$ cat src/rtl/timer_consts.svh
// Purpose: Register offsets, field positions and reset values of the dual timer block.
// Assumes: Included by bare name from every file that needs a constant.
// Notes:   Definitions only.
`ifndef TIMER_CONSTS_SVH
`define TIMER_CONSTS_SVH

`define ADDR_TIMER_CONTROL  8'h88
`define ADDR_TIMER_MODE     8'h89
`define ADDR_T0_COUNT_LOW   8'h8A
`define ADDR_T1_COUNT_LOW   8'h8B
`define ADDR_T0_COUNT_HIGH  8'h8C
`define ADDR_T1_COUNT_HIGH  8'h8D
`define ADDR_EVENT_STATUS   8'hC0
`define ADDR_EVENT_MASK     8'hC1
`define ADDR_IRQ_ENABLE     8'hC2

`define CTL_T1_OVF   7
`define CTL_T1_RUN   6
`define CTL_T0_OVF   5
`define CTL_T0_RUN   4
`define CTL_EXT1_EDG 3
`define CTL_EXT1_TRG 2
`define CTL_EXT0_EDG 1
`define CTL_EXT0_TRG 0

`define MOD_T1_GATE  7
`define MOD_T1_CNT   6
`define MOD_T1_HI    5
`define MOD_T1_LO    4
`define MOD_T0_GATE  3
`define MOD_T0_CNT   2
`define MOD_T0_HI    1
`define MOD_T0_LO    0

`define EVT_T0_OVF   0
`define EVT_T1_OVF   1
`define EVT_EXT0     2
`define EVT_EXT1     3
`define EVT_MSB      3

`define IEN_T0       0
`define IEN_T1       1
`define IEN_EXT0     2
`define IEN_EXT1     3
`define IEN_GLOBAL   7

`define PRE_MSB      4
`define RST_BYTE     8'h00
`define RST_EVT      4'h0
`define BYTE_ONES    8'hFF
`define PRE_ONES     5'h1F
`define TIMER_DIV_DEFAULT 2

`endif

$ cat src/rtl/timer_pkg.sv
// Purpose: Shared types of the dual timer block.
// Assumes: Nothing.
// Notes:   Mode order follows the two-bit mode field encoding.
package timer_pkg;
  typedef enum logic [1:0] {MODE_PRESCALED, MODE_16BIT, MODE_RELOAD, MODE_SPLIT} timer_mode_t;
endpackage

$ cat src/rtl/dual_timer_counter.sv
// Purpose: Two timer/counters with shared control, mode and external interrupt flags.
// Assumes: Register port with one-cycle strobes; pins asynchronous to clk_sys.
// Notes:   Software writes to a count byte win over counting in the same cycle.
//
// The strobed register port was left to the implementer.
`timescale 1ns/1ps
`default_nettype none
`include "timer_consts.svh"

// Functional notes
// - Each timer overflow sets its flag (timer 1's only while timer 0 is not in mode 11), and the vector acknowledge clears it.
// - A timer counts only while its run bit is one and holds otherwise; in mode 11 the timer 0 high byte follows timer 1's run bit instead.
// - A falling edge on an interrupt pin sets its edge flag; the vector acknowledge clears it only with falling-edge triggering selected.
// - Trigger type zero selects low-level triggering and one selects falling-edge triggering.
// - With gating set, a timer runs only while its interrupt pin is high and its run bit is set.
// - In timer mode a timer advances once every two system clock cycles.
// - In counter mode a timer advances once per falling edge of its count pin.
// - Mode 00 is an 8-bit high byte fed by a 5-bit prescaler; mode 01 is one 16-bit count.
// - Mode 10 makes the low byte an 8-bit counter reloaded from the high byte on overflow.
// - Timer 1 in mode 11 stops counting.
// - Timer 0 in mode 11 splits into two 8-bit counters, the high one run by timer 1's run bit and setting timer 1's flag.
// - A timer requests an interrupt only while its enable and the global enable are set.
module dual_timer_counter #(
  parameter int TIMER_DIV = `TIMER_DIV_DEFAULT
) (
  input  wire logic       clk_sys,        // System clock, 125 MHz.
  input  wire logic       rst,            // Asynchronous reset, active high.
  input  wire logic [7:0] reg_addr,       // Register address.
  input  wire logic [7:0] reg_wdata,      // Write data.
  input  wire logic       reg_wr,         // Write strobe.
  input  wire logic       reg_rd,         // Read strobe.
  output logic      [7:0] reg_rdata,      // Read data, the cycle after the strobe.
  input  wire logic       count_pin_a,    // Timer 0 count pin.
  input  wire logic       count_pin_b,    // Timer 1 count pin.
  input  wire logic       ext_irq_pin_a,  // External interrupt 0 and timer 0 gate pin.
  input  wire logic       ext_irq_pin_b,  // External interrupt 1 and timer 1 gate pin.
  input  wire logic       vec_ack_t0,     // Processor vectored to timer 0 service.
  input  wire logic       vec_ack_t1,     // Processor vectored to timer 1 service.
  input  wire logic       vec_ack_ext0,   // Processor vectored to external 0 service.
  input  wire logic       vec_ack_ext1,   // Processor vectored to external 1 service.
  output logic            t0_irq_req,     // Timer 0 interrupt request.
  output logic            t1_irq_req,     // Timer 1 interrupt request.
  output logic            ext0_irq_req,   // External 0 interrupt request.
  output logic            ext1_irq_req,   // External 1 interrupt request.
  output logic            irq             // Masked event status interrupt.
);
  import timer_pkg::*;

  localparam int DIV_W = (TIMER_DIV > 1) ? $clog2(TIMER_DIV) : 1;
  localparam logic [DIV_W-1:0] DIV_LAST = DIV_W'(TIMER_DIV - 1);

  logic [7:0]       ctrl_q, ctrl_d;
  logic [7:0]       timer_mode_q;
  logic [7:0]       t0_lo_q, t0_lo_d, t0_hi_q, t0_hi_d;
  logic [7:0]       t1_lo_q, t1_lo_d, t1_hi_q, t1_hi_d;
  logic [`EVT_MSB:0] stat_q, mask_q, events;
  logic [7:0]       ien_q;
  logic [DIV_W-1:0] div_q;
  logic [7:0]       rdata_q;
  logic             cnt0_lvl, cnt0_fall, cnt1_lvl, cnt1_fall;
  logic             ext_irq_pin_a_lvl, ext_irq_pin_a_fall, ext_irq_pin_b_lvl, ext_irq_pin_b_fall;
  logic             tick, t0_en, t1_en, t0_inc, t1_inc, th0_inc;
  logic             ovf0, ovf1, ovf_th0;
  logic [16:0]      step0, step1;
  timer_mode_t      t0_mode, t1_mode;
  logic             wr_ctrl, wr_t0l, wr_t0h, wr_t1l, wr_t1h;

  // Synchronisers for the four pins.
  pin_sync_fall u_cnt0 (.clk_sys(clk_sys), .rst(rst), .pin(count_pin_a),
                        .level(cnt0_lvl), .fall(cnt0_fall));
  pin_sync_fall u_cnt1 (.clk_sys(clk_sys), .rst(rst), .pin(count_pin_b),
                        .level(cnt1_lvl), .fall(cnt1_fall));
  pin_sync_fall u_ext_irq_pin_a (.clk_sys(clk_sys), .rst(rst), .pin(ext_irq_pin_a),
                        .level(ext_irq_pin_a_lvl), .fall(ext_irq_pin_a_fall));
  pin_sync_fall u_ext_irq_pin_b (.clk_sys(clk_sys), .rst(rst), .pin(ext_irq_pin_b),
                        .level(ext_irq_pin_b_lvl), .fall(ext_irq_pin_b_fall));

  assign wr_ctrl = reg_wr && (reg_addr == `ADDR_TIMER_CONTROL);
  assign wr_t0l  = reg_wr && (reg_addr == `ADDR_T0_COUNT_LOW);
  assign wr_t0h  = reg_wr && (reg_addr == `ADDR_T0_COUNT_HIGH);
  assign wr_t1l  = reg_wr && (reg_addr == `ADDR_T1_COUNT_LOW);
  assign wr_t1h  = reg_wr && (reg_addr == `ADDR_T1_COUNT_HIGH);

  // One count step in modes 00, 01 and 10; mode 11 steps only the low byte.
  function automatic logic [16:0] count_step(input timer_mode_t mode,
                                             input logic [7:0]  hi,
                                             input logic [7:0]  lo);
    logic [5:0]  pre;
    logic [8:0]  hsum;
    logic [8:0]  lsum;
    logic [16:0] wsum;
    begin
      pre  = {1'b0, lo[`PRE_MSB:0]} + 6'h01;
      hsum = {1'b0, hi} + 9'h001;
      lsum = {1'b0, lo} + 9'h001;
      wsum = {1'b0, hi, lo} + 17'h00001;
      unique case (mode)
        MODE_PRESCALED:
          count_step = pre[5] ? {hsum, lo[7:`PRE_MSB+1], pre[`PRE_MSB:0]}
                              : {1'b0, hi, lo[7:`PRE_MSB+1], pre[`PRE_MSB:0]};
        MODE_16BIT:
          count_step = wsum;
        MODE_RELOAD:
          count_step = lsum[8] ? {1'b1, hi, hi} : {1'b0, hi, lsum[7:0]};
        MODE_SPLIT:
          count_step = {lsum[8], hi, lsum[7:0]};
      endcase
    end
  endfunction

  // Divider for the timer-mode rate.
  assign tick = (div_q == DIV_LAST);

  always_ff @(posedge clk_sys or posedge rst)
  begin
    if (rst)
      div_q <= '0;
    else if (tick)
      div_q <= '0;
    else
      div_q <= div_q + DIV_W'(1);
  end

  assign t0_mode = timer_mode_t'(timer_mode_q[`MOD_T0_HI:`MOD_T0_LO]);
  assign t1_mode = timer_mode_t'(timer_mode_q[`MOD_T1_HI:`MOD_T1_LO]);
  assign t0_en   = ctrl_q[`CTL_T0_RUN] && (!timer_mode_q[`MOD_T0_GATE] || ext_irq_pin_a_lvl);
  assign t1_en   = ctrl_q[`CTL_T1_RUN] && (!timer_mode_q[`MOD_T1_GATE] || ext_irq_pin_b_lvl);
  assign t0_inc  = t0_en && (timer_mode_q[`MOD_T0_CNT] ? cnt0_fall : tick);
  assign t1_inc  = t1_en && (t1_mode != MODE_SPLIT)
                   && (timer_mode_q[`MOD_T1_CNT] ? cnt1_fall : tick);
  assign th0_inc = (t0_mode == MODE_SPLIT) && ctrl_q[`CTL_T1_RUN] && tick;
  assign step0   = count_step(t0_mode, t0_hi_q, t0_lo_q);
  assign step1   = count_step(t1_mode, t1_hi_q, t1_lo_q);
  assign ovf_th0 = th0_inc && (t0_hi_q == `BYTE_ONES);
  assign ovf0    = t0_inc && step0[16];
  // While timer 0 is split, timer 1's flag belongs to the timer 0 high byte.
  assign ovf1    = (t0_mode == MODE_SPLIT) ? ovf_th0 : (t1_inc && step1[16]);

  always_comb
  begin
    t0_lo_d = t0_lo_q;
    t0_hi_d = t0_hi_q;
    t1_lo_d = t1_lo_q;
    t1_hi_d = t1_hi_q;
    if (t0_inc)
    begin
      t0_hi_d = step0[15:8];
      t0_lo_d = step0[7:0];
    end
    if (th0_inc)
      t0_hi_d = t0_hi_q + 8'h01;
    if (t1_inc)
    begin
      t1_hi_d = step1[15:8];
      t1_lo_d = step1[7:0];
    end
    if (wr_t0l)
      t0_lo_d = reg_wdata;
    if (wr_t0h)
      t0_hi_d = reg_wdata;
    if (wr_t1l)
      t1_lo_d = reg_wdata;
    if (wr_t1h)
      t1_hi_d = reg_wdata;
  end

  always_ff @(posedge clk_sys or posedge rst)
  begin
    if (rst)
    begin
      t0_lo_q <= `RST_BYTE;
      t0_hi_q <= `RST_BYTE;
      t1_lo_q <= `RST_BYTE;
      t1_hi_q <= `RST_BYTE;
    end
    else
    begin
      t0_lo_q <= t0_lo_d;
      t0_hi_q <= t0_hi_d;
      t1_lo_q <= t1_lo_d;
      t1_hi_q <= t1_hi_d;
    end
  end

  // Control flags: software write, then vector clear, then hardware set.
  always_comb
  begin
    ctrl_d = wr_ctrl ? reg_wdata : ctrl_q;
    if (vec_ack_t0)
      ctrl_d[`CTL_T0_OVF] = 1'b0;
    if (vec_ack_t1)
      ctrl_d[`CTL_T1_OVF] = 1'b0;
    if (vec_ack_ext0 && ctrl_q[`CTL_EXT0_TRG])
      ctrl_d[`CTL_EXT0_EDG] = 1'b0;
    if (vec_ack_ext1 && ctrl_q[`CTL_EXT1_TRG])
      ctrl_d[`CTL_EXT1_EDG] = 1'b0;
    if (ovf0)
      ctrl_d[`CTL_T0_OVF] = 1'b1;
    if (ovf1)
      ctrl_d[`CTL_T1_OVF] = 1'b1;
    if (!ctrl_q[`CTL_EXT0_TRG])
      ctrl_d[`CTL_EXT0_EDG] = !ext_irq_pin_a_lvl;
    else if (ext_irq_pin_a_fall)
      ctrl_d[`CTL_EXT0_EDG] = 1'b1;
    if (!ctrl_q[`CTL_EXT1_TRG])
      ctrl_d[`CTL_EXT1_EDG] = !ext_irq_pin_b_lvl;
    else if (ext_irq_pin_b_fall)
      ctrl_d[`CTL_EXT1_EDG] = 1'b1;
  end

  always_ff @(posedge clk_sys or posedge rst)
  begin
    if (rst)
      ctrl_q <= `RST_BYTE;
    else
      ctrl_q <= ctrl_d;
  end

  always_ff @(posedge clk_sys or posedge rst)
  begin
    if (rst)
    begin
      timer_mode_q <= `RST_BYTE;
      mask_q <= `RST_EVT;
      ien_q  <= `RST_BYTE;
    end
    else if (reg_wr)
    begin
      if (reg_addr == `ADDR_TIMER_MODE)
        timer_mode_q <= reg_wdata;
      if (reg_addr == `ADDR_EVENT_MASK)
        mask_q <= reg_wdata[`EVT_MSB:0];
      if (reg_addr == `ADDR_IRQ_ENABLE)
        ien_q <= reg_wdata;
    end
  end

  // Sticky event status, write one to clear; a new event wins over the clear.
  assign events = {ext_irq_pin_b_fall, ext_irq_pin_a_fall, ovf1, ovf0};

  always_ff @(posedge clk_sys or posedge rst)
  begin
    if (rst)
      stat_q <= `RST_EVT;
    else if (reg_wr && (reg_addr == `ADDR_EVENT_STATUS))
      stat_q <= (stat_q & ~reg_wdata[`EVT_MSB:0]) | events;
    else
      stat_q <= stat_q | events;
  end

  assign irq          = |(stat_q & mask_q);
  assign t0_irq_req   = ctrl_q[`CTL_T0_OVF] && ien_q[`IEN_T0] && ien_q[`IEN_GLOBAL];
  assign t1_irq_req   = ctrl_q[`CTL_T1_OVF] && ien_q[`IEN_T1] && ien_q[`IEN_GLOBAL];
  assign ext0_irq_req = ctrl_q[`CTL_EXT0_EDG] && ien_q[`IEN_EXT0] && ien_q[`IEN_GLOBAL];
  assign ext1_irq_req = ctrl_q[`CTL_EXT1_EDG] && ien_q[`IEN_EXT1] && ien_q[`IEN_GLOBAL];

  always_ff @(posedge clk_sys or posedge rst)
  begin
    if (rst)
      rdata_q <= `RST_BYTE;
    else if (reg_rd)
    begin
      unique case (reg_addr)
        `ADDR_TIMER_CONTROL: rdata_q <= ctrl_q;
        `ADDR_TIMER_MODE:    rdata_q <= timer_mode_q;
        `ADDR_T0_COUNT_LOW:  rdata_q <= t0_lo_q;
        `ADDR_T1_COUNT_LOW:  rdata_q <= t1_lo_q;
        `ADDR_T0_COUNT_HIGH: rdata_q <= t0_hi_q;
        `ADDR_T1_COUNT_HIGH: rdata_q <= t1_hi_q;
        `ADDR_EVENT_STATUS:  rdata_q <= {4'h0, stat_q};
        `ADDR_EVENT_MASK:    rdata_q <= {4'h0, mask_q};
        `ADDR_IRQ_ENABLE:    rdata_q <= ien_q;
        default:             rdata_q <= `RST_BYTE;
      endcase
    end
    else
      rdata_q <= `RST_BYTE;
  end

  assign reg_rdata = rdata_q;
endmodule
`default_nettype wire

$ cat src/rtl/pin_sync_fall.sv
// Purpose: Two-stage synchroniser for one pin, with a falling-edge pulse.
// Assumes: Pin is asynchronous to clk_sys.
// Notes:   The first stage feeds only the second stage.
`timescale 1ns/1ps
`default_nettype none
module pin_sync_fall #(
  parameter logic IDLE_LEVEL = 1'b1
) (
  input  wire logic clk_sys,   // System clock.
  input  wire logic rst,       // Asynchronous reset, active high.
  input  wire logic pin,       // Raw pin level.
  output logic      level,     // Synchronised level.
  output logic      fall       // One-cycle pulse per falling edge.
);
  logic meta_q;
  logic sync_q;
  logic prev_q;

  always_ff @(posedge clk_sys or posedge rst)
  begin
    if (rst)
    begin
      meta_q <= IDLE_LEVEL;
      sync_q <= IDLE_LEVEL;
      prev_q <= IDLE_LEVEL;
    end
    else
    begin
      meta_q <= pin;
      sync_q <= meta_q;
      prev_q <= sync_q;
    end
  end

  assign level = sync_q;
  assign fall  = prev_q & ~sync_q;
endmodule
`default_nettype wire

$ cat config.mk
export PLATFORM = sky130hd
export DESIGN_NAME = dual_timer_counter
export DESIGN_NICKNAME = d
export VERILOG_FILES = /design/src/rtl/timer_pkg.sv /design/src/rtl/dual_timer_counter.sv /design/src/rtl/pin_sync_fall.sv
export VERILOG_INCLUDE_DIRS = /design/src /design/src/rtl
export SDC_FILE = /design/constraint.sdc
export NUM_CORES = 1
export LEC_CHECK = 0
export BUFFER_PORTS_ARGS = -buffer_cell sky130_fd_sc_hd__buf_2
export CAP_MARGIN = 20
export CORE_MARGIN = 1
export CORE_UTILIZATION = 54
export DETAILED_ROUTE_END_ITERATION = 12
export PLACE_DENSITY_LB_ADDON = 0.12
export SLEW_MARGIN = 20
export SYNTH_ARGS = -nofsm -noshare
export SYNTH_HDL_FRONTEND = slang
export SYNTH_HIERARCHICAL = 1
export SYNTH_SLANG_ARGS = --single-unit
export TNS_END_PERCENT = 30
$ cat constraint.sdc
create_clock -name clk_sys -period 2.61 [get_ports clk_sys]
set_input_delay 0 -clock clk_sys [delete_from_list [all_inputs] [get_ports clk_sys]]
set_output_delay 0 -clock clk_sys [all_outputs]
set_load 0.02 [all_outputs]
=== Word-level counts from Yosys, hierarchy flattened ===
Index checks and enable logic that the tools add are counted.

* $add $sub $neg: 10
* Eq/ne operators: 27
* Multiplexer cells: 33
* Bitwise logic cells: 13
* Reductions and logical operators: 48

{| class="wikitable"
|+ Operators by type and width
! kind !! count
|-
| 17-bit one-hot mux with 4 select lines || 2
|-
| 8-bit two-way mux || 11
|-
| 8-bit equality test (second input constant) || 10
|-
| 8-bit one-hot mux with 9 select lines || 1
|-
| 17-bit two-way mux || 4
|-
| 8-bit by 1-bit adder with 9-bit output (second input constant) || 4
|-
| 16-bit by 1-bit adder with 17-bit output (second input constant) || 2
|-
| 1-bit logical AND || 26
|-
| 1-bit two-way mux || 14
|-
| 5-bit by 1-bit adder with 6-bit output (second input constant) || 2
|-
| 2-bit inequality test (second input constant) || 5
|-
| 2-bit AND reduction || 5
|-
| 3-bit inequality test (second input constant) || 3
|-
| 3-bit nonzero test || 3
|-
| 8-bit by 1-bit adder with 8-bit output (second input constant) || 1
|-
| 4-bit bitwise AND || 2
|-
| 2-bit equality test (second input constant) || 4
|-
| 4-bit by 1-bit inequality test with 1-bit output (second input constant) || 2
|-
| 4-bit OR || 2
|-
| 4-bit AND reduction || 2
|-
| 2-bit nonzero test || 3
|-
| 1-bit bitwise AND || 4
|-
| 2-bit by 1-bit equality test with 1-bit output (second input constant) || 2
|-
| 1-bit logical NOT || 4
|-
| 8 further kinds || 13
|}

* Flip-flop bits (word level): 85
* Bits of input ports: 28
* Output and inout bits: 13
* Word-level logic and storage cells: 160

=== Longest topological paths before layout ===
* Depth after elaboration: 9
* Mapped depth: 7
* Gate-level depth less buffers: 6

=== Hierarchy ===
The synthesis kept the hierarchy.

{| class="wikitable"
|+ Modules (own cells, without submodules)
! module !! instances !! cells an instance !! area an instance (um2) !! sequential area each (um2)
|-
| dual_timer_counter || 1 || 530 || 4834.6 || 1826.8
|-
| pin_sync_fall || 4 || 5 || 96.3 || 78.8
|}

=== Least setup slack after synthesis ===
No wires, ideal clock.

* Path type: register to register
* Start point: register u_cnt1.prev_q
* End point: register t1_hi_q[0]
* Setup time: 0.082 ns
* Data arrival time: 1.784 ns
* Required time: 2.528 ns
* Setup slack: 0.744 ns
* Stages on the path, launching flop included: 7
* Buffers on the path: 0
* Clock period less this slack: 1.866 ns
* Cells stage by stage: dfstp_2 -> nor2b_4 -> mux2i_1 -> nor4b_4 -> o21ai_0 -> or3_1 -> a31oi_1

* Longest elaborated chain between the ends: 5

{| class="wikitable"
|+ Ends and longest elaborated chain
! what !! RTL line !! source
|-
| from (decl) || pin_sync_fall.sv:17 || <nowiki>logic prev_q;</nowiki>
|-
| from (signal assigned) || pin_sync_fall.sv:31 || <nowiki>prev_q <= sync_q;</nowiki>
|-
| 1-bit bitwise AND || pin_sync_fall.sv:36 || <nowiki>assign fall = prev_q & ~sync_q;</nowiki>
|-
| via cnt1_fall || dual_timer_counter.sv:60 || <nowiki>logic cnt0_lvl, cnt0_fall, cnt1_lvl, cnt1_fall;</nowiki>
|-
| 1-bit two-way mux || dual_timer_counter.sv:130 || <nowiki>&& (timer_mode_q[`MOD_T1_CNT] ? cnt1_fall : tick);</nowiki>
|-
| 1-bit logical AND || dual_timer_counter.sv:129 || <nowiki>assign t1_inc = t1_en && (t1_mode != MODE_SPLIT)</nowiki>
|-
| 2-bit nonzero test (no line) || -- ||
|-
| 4-bit AND reduction (no line) || -- ||
|-
| to (signal assigned) || dual_timer_counter.sv:174 || <nowiki>t1_hi_q <= `RST_BYTE;</nowiki>
|-
| to (signal assigned) || dual_timer_counter.sv:181 || <nowiki>t1_hi_q <= t1_hi_d;</nowiki>
|-
| to (decl) || dual_timer_counter.sv:55 || <nowiki>logic [7:0] t1_lo_q, t1_lo_d, t1_hi_q, t1_hi_d;</nowiki>
|}

The timed path passes the listed nets, and every way through them passes these cells.
A chain may end at the register's enable or synchronous reset.

=== Final worst setup path ===
* Start point: register u_cnt0.prev_q
* End point: register t0_hi_q[5]

* Longest elaborated chain between the ends: 5

{| class="wikitable"
|+ Ends and longest elaborated chain
! what !! RTL line !! source
|-
| from (decl) || pin_sync_fall.sv:17 ||
|-
| from (signal assigned) || pin_sync_fall.sv:31 ||
|-
| 1-bit bitwise AND || pin_sync_fall.sv:36 ||
|-
| via cnt0_fall || dual_timer_counter.sv:60 ||
|-
| 1-bit two-way mux || dual_timer_counter.sv:128 || <nowiki>assign t0_inc = t0_en && (timer_mode_q[`MOD_T0_CNT] ? cnt0_fall : tick);</nowiki>
|-
| 1-bit logical AND || dual_timer_counter.sv:128 ||
|-
| 3-bit nonzero test (no line) || -- ||
|-
| 4-bit AND reduction (no line) || -- ||
|-
| to (signal assigned) || dual_timer_counter.sv:172 || <nowiki>t0_hi_q <= `RST_BYTE;</nowiki>
|-
| to (signal assigned) || dual_timer_counter.sv:179 || <nowiki>t0_hi_q <= t0_hi_d;</nowiki>
|-
| to (decl) || dual_timer_counter.sv:54 || <nowiki>logic [7:0] t0_lo_q, t0_lo_d, t0_hi_q, t0_hi_d;</nowiki>
|}

The timed path passes the listed nets, and every way through them passes these cells.

==> flow_summary_export.csv <==
group,metric,value,unit
sta,tns,0,ns
floorplan,die_h,100.3,um
yosys,yosysTopAreaCellShare,35.00,%
clocking,cts_tree,"yes",
global_route,grt_pass1_vias,4337,
pwr,p_sw,1.275,mW
floorplan,die_w,100.3,um
status,status,"complete, no violations",
clocking,cts_setup_buffers,0,
pwr,combPwrFrac,24.3,%
pwr,peakVddDrop,399.8,uV
global_route,grt_pass1_wl,24.65,mm
place,dpl.hpwl,11.53,mm
clocking,worstSkewPairLatency,0.38,ns
worst_setup_path,cp_top_family,"compound AO/OA/AOI/OAI gates",
pwr,power.share.clock,27.9,%
yosys,netlist_top_cells_area,"dfrtp_1, dfstp_2, mux2_2, nand2_1, o21ai_0",
global_route,antenna_found_initial,0,
pwr,power_density,609.9,mW/mm2
yosys,postSynth.asyncResetShare,100.0,%
detailed_routing,drt-total-wl,15.76,mm
place,gp_congestion,0.9365,
yosys,synth_most_common_cell,"dfrtp_1",
floorplan,ios,41,
pwr,p_int,2.341,mW
finish,fin_util,63.87,%
worst_setup_path,cp_data_required_time,2.89,ns
finish,nNetsFinal,632,
detailed_routing,post_drt_wl_per_cell,21.47,um
sta,period_share,84.08,%
sta,final.setup_skew,0.01620,ns
yosys,synthCells,550,
detailed_routing,drc,0,
detailed_routing,viasPerCell,6.477,
finish,diodes,0,
detailed_routing,drt_iter0_markers,600,
finish,area_growth,13.59,%
yosys,synth_area_leader_cell,"dfrtp_1",
clocking,clk_pin_slew,0.09,ns
worst_setup_path,critical_path.startpoint_type,"flop",
yosys,yosys_warnings,6,
yosys,syn_area_per_cell,9.491,um2
floorplan,rows,35,
clocking,cts_sinks,85,
global_route,grt_use_total,33.31,%
floorplan,start_util,56.23,%
sta,rsz0062_at_grt,"false",
min_path,hold_path_class,"input pin to flop",
yosys,netlist_area,0.005220,mm2
detailed_routing,dr.pass1.iters,8,
worst_setup_path,crit_fanout,6,
finish,num-fill-cells,797,
worst_setup_path,path_class,"flop to flop",
global_route,overflow,0,
place,place.port_buffers,40,
worst_setup_path,slowest_delay,0.55,ns
pwr,seqPwrFrac,47.8,%
global_route,grt_max_degree,40,
flow_run,cap_viol_max_count,0,
clocking,htreeDepth,3,
sta,tightest_slew,0.7713,ns
floorplan,core,0.009284,mm2
yosys,seq_area_frac_synth,41.04,%
worst_setup_path,end_kind,"flop",
yosys,synthTopCellsByCount,"dfrtp_1, nand2_1, o21ai_0, mux2_2, nor2_1",
clocking,clockRootBuffer,"clkbuf_8",
yosys,synth_edf_count,0,
yosys,synth_fp_nets,582,
sta,hold_viol,0,
yosys,yosys_register_bits,85,
finish,drive_gt1_share,21.82,%
worst_setup_path,cpMaxStageDelayCell,"o41ai_1",
sta,relSlewSlack,48.50,%
clocking,cts_buffer_depth,2,
sta,finalCriticalPeriod,2.195,ns
worst_setup_path,crit_buf_inv,0,
sta,max_freq,455.7,MHz
worst_setup_path,path_cells,"nor2b_4 > mux2_2 > nand3_1 > o41ai_1 > a211oi_1 > a311oi_2",
pwr,leakage,2.488,nW
place,dp_cells,702,
clocking,cts_resized,0,
worst_setup_path,arrival,2.47,ns
yosys,ys.flop_type,"dfrtp_1",
pwr,p_sw_share,35.25,%
sta,slew_viol_final,0,
floorplan,dieArea,0.01006,mm2
detailed_routing,vias,4754,
sta,setup_violations,0,
clocking,cts_buffers,9,
detailed_routing,drtAntennaViolNets,0,
yosys,synth_cell_type_count,74,
finish,final_cells,734,
==> power by group through the flow <==
stage	sequential (mW)	clock, mW	combinational (mW)
after floorplan	1.62	0	0.672
after global routing	1.74	1.08	0.971
after global placement	1.73	0	0.832
final	1.73	1.01	0.880
after CTS	1.71	1.03	0.866
after detailed placement	1.73	0	0.846
==> area by class of cell <==
type,count,area (um2),area share (%)
clock buffers,10,137.6,2.321
multi-input cells,415,2870,48.41
inverters,21,78.83,1.329
well taps,129,161.4,2.722
flip-flops and latches,85,2142,36.13
clock inverters,6,76.32,1.287
repair buffers,68,462.9,7.808
==> worst paths after layout <==
kind / startpoint / endpoint / slack (ns) / depth (start not counted)
worst min register to register: u_cnt1/meta_q / u_cnt1/level / 0.36 / 0
max in group asynchronous: rst / t0_hi_q[6] / 1.56 / 4
min in group asynchronous: rst / u_ext_irq_pin_b/meta_q / 0.26 / 3
worst max-delay path: u_cnt0/prev_q / t0_hi_q[5] / 0.42 / 6
worst min-delay path: reg_wdata[5] / t1_hi_q[5] / 0.02 / 3
worst max register to register: u_cnt0/prev_q / t0_hi_q[5] / 0.42 / 6
==> worst reg2reg max path, delay by kind of cell, from the launching register on <==
family             cells  cell delay, ns
AOI/OAI and AO/OA      3            1.02
muxes                  1            0.20
and+or+nand+nor        2            0.35
DFF                    1            0.52
==> per-layer routing <==
layer,GRT usage [%],vias to the layer above,wire length [um]
met5,0,-,0
met1,48.55,2276,6929
li1,-,2169,-
met4,11.48,0,360
met2,49.10,276,6952
met3,7.103,33,1514
==> registers in the layout, indices dropped and copies added (netlist names), 8 cells and up <==
register	flops
ctrl_q	8
ien_q	8
reg_rdata	8
t0_hi_q	8
t0_lo_q	8
t1_hi_q	8
t1_lo_q	8
timer_mode_q	8
==> repair_timing <==
| item | 4_1_cts | 5_1_grt |
|---|---|---|
| setup endpoints to repair | 0 | 0 |
| hold buffers | 16 | 0 |
| hold endpoints to repair | 68 | 0 |
==> metrics by stage <==
stage | setup slack (ns) | power [mW] | cell area [um2] | hold slack [ns]
finish | 0.4154 | 3.616 | 5929 | 0.01901
global route | 0.2172 | 3.790 | 5929 | 0.03599
CTS | 0.4666 | 3.611 | 5929 | 0.003583
detailed placement | 0.4824 | 2.580 | 5555 | 0.1062
global placement | 0.5485 | 2.566 | 5555 | 0.1058
floorplan | 0.7439 | 2.296 | 5220 | -0.06671
==> logic make-up (layout without fill, tap and decap cells) <==
logic type      count (synthesis)  count (layout)  synth area share (%)
mux                            49              49                 11.03
flops                          85              85                 41.04
simple gates                  198             198                 21.60
buf+inv                        50             105                 3.979
compound gates                154             154                 19.73
xor+xnor                       10              10                 1.678
fa+ha+maj                       4               4                0.9588
==> placed cells by master, fill, tap and decap left out, types with 5 or more instances in the layout <==
cell           netlist  routed
xnor2_1              5       5
buf_2               10      40
xor2_1               5       5
nand2_1             59      59
a211oi_1            10      10
a22oi_1             12      12
mux2i_1             17      17
a31oi_1             14      14
and4_1               5       5
nand2b_1             7       7
a21oi_1             20      20
nand4_1             13      13
buf_4                0      11
nor3_1              12      12
clkbuf_8             0      10
and3_1              14      14
a41oi_1              5       5
dlygate4sd3_1        0      16
a21o_1               6       6
nor4_1               9       9
o21ai_0             41      41
nand3_1             12      12
dfrtp_1             73      73
a221oi_1             5       5
and2_1               5       5
mux2_2              27      27
nor2_1              23      23
inv_1               21      20
dfstp_2             12      12
nor2b_1              7       7
No activity file was read; power rests on OpenSTA's default activity.
